$ cat config.mk
export PLATFORM = sky130hd
export DESIGN_NAME = cfl_config_loader
export DESIGN_NICKNAME = d
export VERILOG_FILES = /design/src/verilog/cfl_pkg.sv /design/src/verilog/cfl_config_loader.sv
export SDC_FILE = /design/constraint.sdc
export NUM_CORES = 2
export LEC_CHECK = 0
export ABC_AREA = 1
export BUFFER_PORTS_ARGS = -buffer_cell sky130_fd_sc_hd__buf_2
export CELL_PAD_IN_SITES_DETAIL_PLACEMENT = 0
export CELL_PAD_IN_SITES_GLOBAL_PLACEMENT = 1
export CORE_ASPECT_RATIO = 0.8
export CORE_UTILIZATION = 46
export DETAILED_ROUTE_END_ITERATION = 8
export HOLD_SLACK_MARGIN = 0.1
export PLACE_DENSITY = 0.82
export SLEW_MARGIN = 10
export SYNTH_ARGS = -nofsm -noshare
export SYNTH_HDL_FRONTEND = slang
export SYNTH_SLANG_ARGS = --single-unit
$ cat constraint.sdc
create_clock -name clk -period 3.5 [get_ports clk]
set_clock_uncertainty 0.2 [all_clocks]
set_input_delay 0.7 -clock clk [delete_from_list [all_inputs] [get_ports clk]]
set_output_delay 0.7 -clock clk [all_outputs]
set_load 0.05 [all_outputs]
$ cat src/verilog/cfl_pkg.sv
package cfl_pkg;
   // ----------------------------------------------------------------
   // timing
   // ----------------------------------------------------------------
   localparam int         CLK_MHZ   = 20;
   localparam int         T_QTR_NS  = 250;
   localparam int         T_BUF_NS  = 4700;
   localparam int         T_HIGH_NS = 50000;
   localparam logic [3:0] QTR_CYC   = 4'((T_QTR_NS * CLK_MHZ + 999) / 1000);
   localparam logic [9:0] BUF_CYC   = 10'((T_BUF_NS * CLK_MHZ + 999) / 1000);
   localparam logic [9:0] HIGH_CYC  = 10'(T_HIGH_NS * CLK_MHZ / 1000);
   // ----------------------------------------------------------------
   // addresses, registers, image layout
   // ----------------------------------------------------------------
   localparam logic [6:0] SLV_BASE    = 7'h58;
   localparam logic [6:0] EE_ADDR     = 7'h50;
   localparam logic [7:0] CRC_POLY    = 8'h07;
   localparam logic [7:0] REG_RST     = 8'h00;
   localparam logic [5:0] REG_CTRL    = 6'h06;
   localparam int         CTRL_EN_BIT = 3;
   localparam logic [5:0] REG_SWA     = 6'h23;
   localparam logic [5:0] REG_SWB     = 6'h2d;
   localparam logic [5:0] REG_DEMB    = 6'h11;
   localparam int         SW_LSB      = 2;
   localparam int         HDR_CRC_BIT = 7;
   localparam int         HDR_MAP_BIT = 6;
   localparam int         HDR_BIG_BIT = 5;
   localparam logic [5:0] HDR_LEN     = 6'h03;
   localparam logic [5:0] HDR_BURST   = 6'h02;
   localparam logic [5:0] DEV_LEN     = 6'h25;
   localparam logic [5:0] BLK_LEN     = 6'h26;
   localparam logic [5:0] VOD_IDX     = 6'h0f;
   localparam int         VOD_LSB     = 4;
   localparam logic [2:0] SWING_700   = 3'h0;

   typedef enum logic [1:0] {LV_0, LV_R, LV_F, LV_1} cfl_lvl_t;
   typedef enum logic [2:0] {SL_IDLE, SL_RX, SL_ACK, SL_TX, SL_RACK} cfl_sl_t;
   typedef enum logic [3:0] {L_WAIT, L_S1, L_CW, L_AD, L_S2, L_CR, L_RD, L_SP, L_DONE, L_FAIL} cfl_ld_t;
   typedef enum logic [1:0] {P_HDR, P_MAP, P_DAT} cfl_ph_t;

   typedef struct packed {
      cfl_lvl_t   mode;
      cfl_lvl_t   sel;
      cfl_lvl_t   dem;
      logic [3:0] strap;
      logic       req_n;
      logic       scl;
      logic       sda;
   } cfl_pins_t;

   typedef struct packed {
      logic [63:0][7:0] regs;
      cfl_pins_t        p1, p2;
      logic             pv_scl, pv_sda, stop_seen;
      logic [9:0]       hi_cnt;
      cfl_sl_t          sl;
      logic [3:0]       sbit;
      logic [1:0]       sbyte;
      logic             rw, sdrv;
      logic [7:0]       ssh, ptr;
      cfl_ld_t          ls;
      cfl_ph_t          ph;
      logic [3:0]       qc, bi;
      logic [1:0]       q, mhi;
      logic [7:0]       msh, hdr0, burst, crc;
      logic [9:0]       addr;
      logic [5:0]       rem, kl, bcnt;
      logic [2:0]       vod, swing_a, swing_b, deemph;
      logic             crc_ok, mscl, msda, sda_oe, done_n, zero, kr;
   } cfl_state_t;

   function automatic logic [7:0] crc8(input logic [7:0] c, input logic [7:0] b);
      logic [7:0] r;
      r = c ^ b;
      for (int i = 0; i < 8; i++) r = r[7] ? ({r[6:0], 1'b0} ^ CRC_POLY) : {r[6:0], 1'b0};
      return r;
   endfunction : crc8

   function automatic logic [2:0] pin_dem(input cfl_lvl_t s, input cfl_lvl_t m);
      return (s == LV_1) ? ((m == LV_0) ? 3'h0 : (m == LV_1) ? 3'h2 : 3'h1)
                         : ((m == LV_0) ? 3'h0 : (m == LV_F) ? 3'h2 : (m == LV_R) ? 3'h3 : 3'h5);
   endfunction : pin_dem

   function automatic logic [2:0] pin_vod(input cfl_lvl_t s, input cfl_lvl_t m);
      return (s == LV_0) ? 3'h0 : (s == LV_F) ? 3'h3 : (s == LV_R) ? 3'h5
           : ((m == LV_0 || m == LV_F) ? 3'h4 : 3'h6);
   endfunction : pin_vod
endpackage : cfl_pkg

$ cat src/verilog/cfl_config_loader.sv
`timescale 1ns/1ps
module cfl_config_loader
   import cfl_pkg::*;
(
   input  wire logic       clk,
   input  wire logic       rst,
   input  wire logic [1:0] bus_mode_select,
   input  wire logic [1:0] swing_select_pin,
   input  wire logic [1:0] deemph_pin,
   input  wire logic [3:0] addr_strap,
   input  wire logic       load_request_n,
   input  wire logic       scl_i,
   input  wire logic       sda_i,
   output logic            scl_o,
   output logic            scl_oe,
   output logic            sda_o,
   output logic            sda_oe,
   output logic            load_done_n,
   output logic [2:0]      swing_a,
   output logic [2:0]      swing_b,
   output logic [2:0]      deemph,
   output logic            kr_pass
);
   cfl_state_t s_q, s_d;
   cfl_pins_t  pin_in;
   logic       start, stop, rise, fall, bus_idle, pin_mode, smb_mode, slv_en, tick, end_bit;
   logic       wr_ev, wr_ok;
   logic [3:0] idx;
   logic [6:0] own_addr;
   logic [7:0] rd_byte;
   logic [5:0] chunk;
   logic [1:0] pg;

   // ----------------------------------------------------------------
   // pin sampling and bus conditions
   // ----------------------------------------------------------------
   assign pin_in   = {bus_mode_select, swing_select_pin, deemph_pin, addr_strap, load_request_n, scl_i, sda_i};
   assign start    = s_q.p2.scl & s_q.pv_scl & s_q.pv_sda & ~s_q.p2.sda;
   assign stop     = s_q.p2.scl & s_q.pv_scl & ~s_q.pv_sda & s_q.p2.sda;
   assign rise     = s_q.p2.scl & ~s_q.pv_scl;
   assign fall     = ~s_q.p2.scl & s_q.pv_scl;
   assign bus_idle = (s_q.stop_seen && s_q.hi_cnt > BUF_CYC) || s_q.hi_cnt > HIGH_CYC;
   assign pin_mode = s_q.p2.mode != LV_1 && s_q.p2.mode != LV_F;
   assign smb_mode = !pin_mode;
   // straps rely on the pad pull-downs, so an open strap already arrives as 0
   assign idx      = (smb_mode && s_q.p2.sel == LV_1) ? 4'h0 : s_q.p2.strap;
   assign own_addr = SLV_BASE + {3'h0, idx};
   assign slv_en   = s_q.p2.mode == LV_1 || s_q.ls == L_DONE;
   assign rd_byte  = (s_q.ptr[7:6] == 2'h0) ? s_q.regs[s_q.ptr[5:0]] : 8'h00;
   assign wr_ev    = s_q.sl == SL_RX && fall && s_q.sbit == 4'h8 && s_q.sbyte == 2'h2;
   assign wr_ok    = s_q.ptr[7:6] == 2'h0 && (s_q.ptr[5:0] == REG_CTRL || s_q.regs[REG_CTRL][CTRL_EN_BIT]);
   assign tick     = s_q.qc == QTR_CYC - 4'h1;
   assign end_bit  = tick && s_q.q == 2'h3;
   assign chunk    = (s_q.burst == 8'h00 || {2'h0, s_q.rem} <= s_q.burst) ? s_q.rem : s_q.burst[5:0];
   assign pg       = s_q.hdr0[HDR_BIG_BIT] ? s_q.addr[9:8] : 2'h0;

   always_comb
   begin
      s_d = s_q;
      s_d.p1 = pin_in;
      s_d.p2 = s_q.p1;
      s_d.pv_scl = s_q.p2.scl;
      s_d.pv_sda = s_q.p2.sda;
      if (s_q.p2.scl && s_q.p2.sda)
      begin
         if (s_q.hi_cnt <= HIGH_CYC) s_d.hi_cnt = s_q.hi_cnt + 10'h001;
      end
      else s_d.hi_cnt = 10'h000;
      if (start) s_d.stop_seen = 1'b0;
      else if (stop) s_d.stop_seen = 1'b1;

      // ----------------------------------------------------------------
      // slave side
      // ----------------------------------------------------------------
      unique case (s_q.sl)
         SL_IDLE: ;
         SL_RX:
         begin
            if (rise)
            begin
               s_d.ssh = {s_q.ssh[6:0], s_q.p2.sda};
               s_d.sbit = s_q.sbit + 4'h1;
            end
            else if (fall && s_q.sbit == 4'h8)
            begin
               if (s_q.sbyte == 2'h0)
               begin
                  if (s_q.ssh[7:1] == own_addr)
                  begin
                     s_d.sdrv = 1'b1;
                     s_d.rw = s_q.ssh[0];
                     s_d.sl = SL_ACK;
                  end
                  else s_d.sl = SL_IDLE;
               end
               else
               begin
                  s_d.sdrv = 1'b1;
                  s_d.sl = SL_ACK;
                  if (s_q.sbyte == 2'h1) s_d.ptr = s_q.ssh;
                  else
                  begin
                     if (wr_ok) s_d.regs[s_q.ptr[5:0]] = s_q.ssh;
                     s_d.ptr = s_q.ptr + 8'h01;
                  end
               end
            end
         end
         SL_ACK:
         begin
            if (fall)
            begin
               s_d.sdrv = 1'b0;
               s_d.sbit = 4'h0;
               if (s_q.rw)
               begin
                  s_d.ssh = rd_byte;
                  s_d.sdrv = ~rd_byte[7];
                  s_d.sl = SL_TX;
               end
               else
               begin
                  s_d.sl = SL_RX;
                  if (s_q.sbyte != 2'h2) s_d.sbyte = s_q.sbyte + 2'h1;
               end
            end
         end
         SL_TX:
         begin
            if (rise) s_d.sbit = s_q.sbit + 4'h1;
            else if (fall && s_q.sbit == 4'h8)
            begin
               s_d.sdrv = 1'b0;
               s_d.sl = SL_RACK;
            end
            else if (fall)
            begin
               s_d.ssh = {s_q.ssh[6:0], 1'b0};
               s_d.sdrv = ~s_q.ssh[6];
            end
         end
         SL_RACK:
         begin
            if (rise && s_q.p2.sda) s_d.sl = SL_IDLE;
            else if (rise)
            begin
               s_d.ptr = s_q.ptr + 8'h01;
               s_d.sl = SL_ACK;
            end
         end
      endcase
      if (!slv_en || stop)
      begin
         s_d.sl = SL_IDLE;
         s_d.sdrv = 1'b0;
      end
      else if (start)
      begin
         s_d.sl = SL_RX;
         s_d.sbit = 4'h0;
         s_d.sbyte = 2'h0;
         s_d.sdrv = 1'b0;
      end
      else if (bus_idle)
      begin
         s_d.sl = SL_IDLE;
         s_d.sdrv = 1'b0;
      end

      // ----------------------------------------------------------------
      // memory loader; in the byte and stop states scl pulled low in q0/q1, released in q2/q3
      // ----------------------------------------------------------------
      if (s_q.ls inside {L_S1, L_CW, L_AD, L_S2, L_CR, L_RD, L_SP})
      begin
         s_d.qc = tick ? 4'h0 : s_q.qc + 4'h1;
         if (tick) s_d.q = s_q.q + 2'h1;
      end
      unique case (s_q.ls)
         L_WAIT:
         begin
            s_d.mscl = 1'b0;
            s_d.msda = 1'b0;
            if (s_q.p2.mode == LV_F && !s_q.p2.req_n && bus_idle)
            begin
               s_d.ls = L_S1;
               s_d.ph = P_HDR;
               s_d.addr = 10'h000;
               s_d.rem = HDR_LEN;
               s_d.bcnt = 6'h00;
               s_d.crc = 8'h00;
               s_d.qc = 4'h0;
               s_d.q = 2'h0;
            end
         end
         L_S1, L_S2:
         begin
            // sda falls in q2 with scl high: a start, never a stop
            s_d.mscl = s_q.q == 2'h0 || s_q.q == 2'h3;
            s_d.msda = s_q.q[1];
            if (end_bit)
            begin
               s_d.ls = (s_q.ls == L_S1) ? L_CW : L_CR;
               s_d.msh = {EE_ADDR | {5'h00, pg}, s_q.ls == L_S2};
               s_d.bi = 4'h0;
               if (s_q.ls == L_S1) s_d.kl = chunk;
            end
         end
         L_CW, L_AD, L_CR:
         begin
            s_d.mscl = ~s_q.q[1];
            if (s_q.q != 2'h0) s_d.msda = s_q.bi != 4'h8 && !s_q.msh[7];
            if (end_bit && s_q.bi != 4'h8)
            begin
               s_d.bi = s_q.bi + 4'h1;
               s_d.msh = {s_q.msh[6:0], 1'b0};
            end
            else if (end_bit && s_q.p2.sda) s_d.ls = L_FAIL;
            else if (end_bit)
            begin
               s_d.bi = 4'h0;
               s_d.msh = s_q.addr[7:0];
               s_d.ls = (s_q.ls == L_CW) ? L_AD : (s_q.ls == L_AD) ? L_S2 : L_RD;
            end
         end
         L_RD:
         begin
            s_d.mscl = ~s_q.q[1];
            if (s_q.q != 2'h0) s_d.msda = s_q.bi == 4'h8 && s_q.kl != 6'h01;
            if (end_bit && s_q.bi != 4'h8)
            begin
               s_d.bi = s_q.bi + 4'h1;
               s_d.msh = {s_q.msh[6:0], s_q.p2.sda};
            end
            else if (end_bit)
            begin
               s_d.bi = 4'h0;
               s_d.addr = s_q.addr + 10'h001;
               s_d.rem = s_q.rem - 6'h01;
               s_d.kl = s_q.kl - 6'h01;
               s_d.bcnt = s_q.bcnt + 6'h01;
               if (s_q.kl == 6'h01) s_d.ls = L_SP;
               unique case (s_q.ph)
                  P_HDR:
                  begin
                     s_d.crc = crc8(s_q.crc, s_q.msh);
                     if (s_q.bcnt == 6'h00) s_d.hdr0 = s_q.msh;
                     if (s_q.bcnt == HDR_BURST) s_d.burst = s_q.msh;
                  end
                  P_MAP:
                  begin
                     if (s_q.bcnt == 6'h00) s_d.mhi = s_q.msh[1:0];
                     else s_d.addr = {s_q.mhi, s_q.msh};
                  end
                  P_DAT:
                  begin
                     if (s_q.bcnt < DEV_LEN) s_d.crc = crc8(s_q.crc, s_q.msh);
                     if (s_q.bcnt == VOD_IDX) s_d.vod = s_q.msh[VOD_LSB +: 3];
                     if (s_q.bcnt == DEV_LEN) s_d.crc_ok = s_q.msh == s_q.crc;
                  end
                  default: ;
               endcase
            end
         end
         L_SP:
         begin
            // sda held in q0 so it never moves on the same edge as scl
            s_d.mscl = ~s_q.q[1];
            if (s_q.q != 2'h0) s_d.msda = s_q.q != 2'h3;
            if (end_bit && s_q.rem != 6'h00) s_d.ls = L_S1;
            else if (end_bit)
            begin
               s_d.bcnt = 6'h00;
               s_d.ls = L_S1;
               s_d.ph = P_DAT;
               s_d.rem = BLK_LEN;
               if (s_q.ph == P_HDR && s_q.hdr0[HDR_MAP_BIT])
               begin
                  s_d.ph = P_MAP;
                  s_d.rem = 6'h02;
                  s_d.addr = 10'(HDR_LEN) + {5'h00, idx, 1'b0};
               end
               else if (s_q.ph == P_HDR) s_d.addr = 10'(HDR_LEN) + 10'(idx) * 10'(BLK_LEN);
               else if (s_q.ph == P_DAT && (!s_q.hdr0[HDR_CRC_BIT] || s_q.crc_ok))
               begin
                  s_d.ls = L_DONE;
                  s_d.regs[REG_SWA][SW_LSB +: 3] = s_q.vod;
               end
               else if (s_q.ph == P_DAT) s_d.ls = L_FAIL;
            end
         end
         L_DONE:
         begin
            s_d.mscl = 1'b0;
            s_d.msda = 1'b0;
            s_d.done_n = 1'b0;
         end
         L_FAIL: s_d.mscl = 1'b1;
      endcase
      s_d.sda_oe = s_d.msda | s_d.sdrv;

      // ----------------------------------------------------------------
      // analog setting outputs
      // ----------------------------------------------------------------
      s_d.kr = pin_mode && s_q.p2.sel == LV_1;
      if (pin_mode)
      begin
         s_d.swing_a = SWING_700;
         s_d.swing_b = pin_vod(s_q.p2.sel, s_q.p2.dem);
         s_d.deemph = pin_dem(s_q.p2.sel, s_q.p2.dem);
      end
      else
      begin
         s_d.swing_a = s_q.regs[REG_SWA][SW_LSB +: 3];
         s_d.swing_b = s_q.regs[REG_SWB][SW_LSB +: 3];
         s_d.deemph = s_q.regs[REG_DEMB][2:0];
      end
   end

   always_ff @(posedge clk)
   begin
      if (rst)
      begin
         s_q <= '0;
         s_q.regs <= {64{REG_RST}};
         s_q.done_n <= 1'b1;
         // idle bus is high; starting the samplers there avoids a false edge
         s_q.p1.scl <= 1'b1;
         s_q.p1.sda <= 1'b1;
         s_q.p2.scl <= 1'b1;
         s_q.p2.sda <= 1'b1;
         s_q.pv_scl <= 1'b1;
         s_q.pv_sda <= 1'b1;
      end
      else s_q <= s_d;
   end

   assign scl_o       = s_q.zero;
   assign sda_o       = s_q.zero;
   assign scl_oe      = s_q.mscl;
   assign sda_oe      = s_q.sda_oe;
   assign load_done_n = s_q.done_n;
   assign swing_a     = s_q.swing_a;
   assign swing_b     = s_q.swing_b;
   assign deemph      = s_q.deemph;
   assign kr_pass     = s_q.kr;
endmodule : cfl_config_loader

==> qor.yml <==
met2_usage: 0.383
place_inst: 5799
clock_sinks: 669
portBuffers: 27
grt_max_degree: 119
worst_path_most_repeated_cell: "nand2_1"
worst_setup_path_start_kind: "flop"
cellPowerDensity_nw_per_um2: 465
path_cells: "ha_1 -> nand2_1 -> nand2_1 -> inv_1 -> ha_1 -> or2_2 -> ha_1 -> a21oi_1 -> o21ai_0 -> nand2_1 -> nand2_1 -> inv_1 -> nand2_1 -> nand2_1 -> nand3_1 -> nand2_1 -> inv_1 -> nor2_1 -> nor2_1 -> nor2_1"
grt_usage: 0.264
crit_path_top_delay_cell: "dfxtp_1"
final.setup.tns_ns: 0
row_count: 87
areaGrowthSynthToFinish_pct: 10.1
clkTransAtPathRegs_ns: 0.06
drtIter0Drc: 2545
tightestPinTransition_ns: 1.07
synth_mux_area_frac: 0
drive_above_1_share: 0.0533
slowest_delay_ns: 0.38
dr_total_vias: 30200
seqPwrFrac: 0.460
fmax_mhz: 309
synth-simple-area-share: 0.225
vias_per_cell: 5.08
stdcell_count: 5942
overflow: 0
p_int_uw: 12800
met1_usage: 0.402
syn_inst: 5085
synth_top_family_by_area: "simple AND/OR/NAND/NOR gates"
synth_compound_area_frac: 0.221
peakVddDrop_mv: 0.311
hold_violations: 0
synth_adder_area_share: 0.0185
yosys-top-cells-count: "nand2_1 (1,491), inv_1 (718), o21ai_0 (691)"
n_antenna_cell: 0
crit_path_max_fanout: 4
power_frac_comb: 0.068
seq_area_frac_synth: 0.405
synth_seq_cells: 669
yosys_warnings: 0
top_usage_layer: "met1"
crit_required_ns: 3.86
rsz0062_at_grt: "no"
drc: 0
final.period_utilization: 0.925
synthTopCellsByArea: "dfxtp_1 (41%), nand2_1 (17%), o21ai_0 (10%), a21oi_1 (9.6%), inv_1 (8.2%)"
clockBufferDepth: 3
report.power.total_uw: 16900
drtAntennaViolNets: 0
design.core.area_um2: 70800
dr.pass1.iters: 7
synth_top_cell_area_share: 0.405
cts_root_buf: "clkbuf_16"
dieArea_um2: 72900
async_flop_share: 0
wl_per_cell_um: 16.4
path_buf_inv: 3
synthFlopType: "dfxtp_1"
n_fill_cell: 7316
dp_hpwl_um: 61000
slew_headroom: 0.287
synthMostInstantiatedCell: "nand2_1"
cts_tree: "done"
synthXorXnorAreaFrac: 0.00954
nNetsFinal: 5020
synth_edf_count: 0
die_w_um: 302
syn_area_um2: 33100
initial_core_util: 0.467
period_needed_ns: 3.24
gp_congestion: 0.875
syn_area_per_cell_um2: 6.50
status: "complete, no violations"
wirelength_um: 97200
die_h_um: 242
clk_latency_ns: 0.64
synth_cell_types: 48
power_leakage_uw: 0.0150
finalSetupViolCount: 0
power.switching_uw: 4140
h-tree-depth: 3
clockPowerShare: 0.472
grt_pass1_vias: 27400
hold_class: "flop to flop"
antenna_found_initial: 0
critPathTopFamily: "simple AND/OR/NAND/NOR gates"
grtUsageMet3: 0.0431
final_max_slew_viol_count: 0
arrival_ns: 3.60
maxCapViolCount: 0
worst_setup_path_end_kind: "flop"
yosysTopAreaCell: "dfxtp_1"
cts_buffers: 73
path_class: "flop to flop"
sw_frac_of_total: 0.245
ioPinCount: 30
grt_pass1_wl_um: 155000
## final timing paths
| check | startpoint | endpoint | slack, ns | depth (start not counted) |
|---|---|---|---|---|
| worst min-delay path | s_d[141] | s_q[141] | 0.20 | 2 |
| worst max-delay path | s_q[147] | s_q[45] | 0.26 | 20 |
| worst min register to register | s_d[141] | s_q[141] | 0.20 | 2 |
| worst max register to register | s_q[147] | s_q[45] | 0.26 | 20 |
## cell type report
cell class,instances,area [um^2],share of cell area
repair buffers,111,926,0.0254
multi-input cells,3372,15700,0.431
inverters,729,2750,0.0757
flip-flops and latches,669,13400,0.368
clock buffers,110,2250,0.0618
clock inverters,17,196,0.00540
well taps,934,1170,0.0321
## power groups by stage
stage               Combinational [uW]  Clock [uW]  Sequential (uW)
detailed placement                1120           0             7940
finish                            1150        7980             7770
CTS                               1140        8140             7770
floorplan                          840           0             7920
global route                      1320        8430             7780
global placement                  1120           0             7940
## routing by layer
metal | wire, um | vias up
met5 | 0 | -
met3 | 5470 | 137
met2 | 39900 | 646
met1 | 49900 | 13600
met4 | 1940 | 0
li1 | - | 15800
## worst min-delay path, cell delays in order (launching register included)
cell and delay (ns):
dfxtp_1 0.30, inv_1 0.04, nor2_1 0.03
## placed cells by master, fill, tap and decap left out, types with 9 or more instances in the layout
cell type and instances:
nand2_1 1489, inv_1 717, o21ai_0 691, dfxtp_1 658
a21oi_1 632, nor2_1 205, nand3_1 79, clkbuf_16 77
buf_4 62, ha_1 49, o211ai_1 44, nor3_1 26
buf_2 26, nand4_1 25, xor2_1 20, clkbuf_8 20
xnor2_1 16, clkbuf_1 13, dlygate4sd3_1 13, nand2_2 10
clkinv_2 10, buf_12 10, a211oi_1 9, dfxtp_2 9
## through the flow
| stage | hold slack, ns | util | cell area, um^2 | setup slack, ns |
|---|---|---|---|---|
| floorplan | 0.188 | - | 33100 | 0.597 |
| global placement | 0.193 | 0.477 | 33800 | 0.312 |
| detailed placement | 0.195 | 0.477 | 33800 | 0.217 |
| CTS | 0.181 | 0.514 | 36400 | 0.201 |
| global route | 0.201 | 0.514 | 36400 | 0.00762 |
| finish | 0.198 | 0.514 | 36400 | 0.263 |
## sequential cells by signal, summed over array words and instances, names as in the netlist
signal       cells
swing_a          3
scl_oe           1
deemph           3
load_done_n      1
s_d             15
s_q            641
sda_oe           1
swing_b          3
kr_pass          1
## repair_timing
| action | CTS | global route |
|---|---|---|
| hold endpoints to repair | 13 | 0 |
| setup endpoints to repair | 0 | 16 |
| buffers inserted | 0 | 3 |
| gates resized for setup | 0 | 2 |
| hold buffers | 13 | 0 |
## logic make-up after synthesis
family | count (synthesis)
xor+xnor | 36
flops | 669
buf+inv | 1045
compound gates | 1413
fa+ha+maj | 49
simple gates | 1872
other cells | 1
No activity file was read; power rests on OpenSTA's default activity.
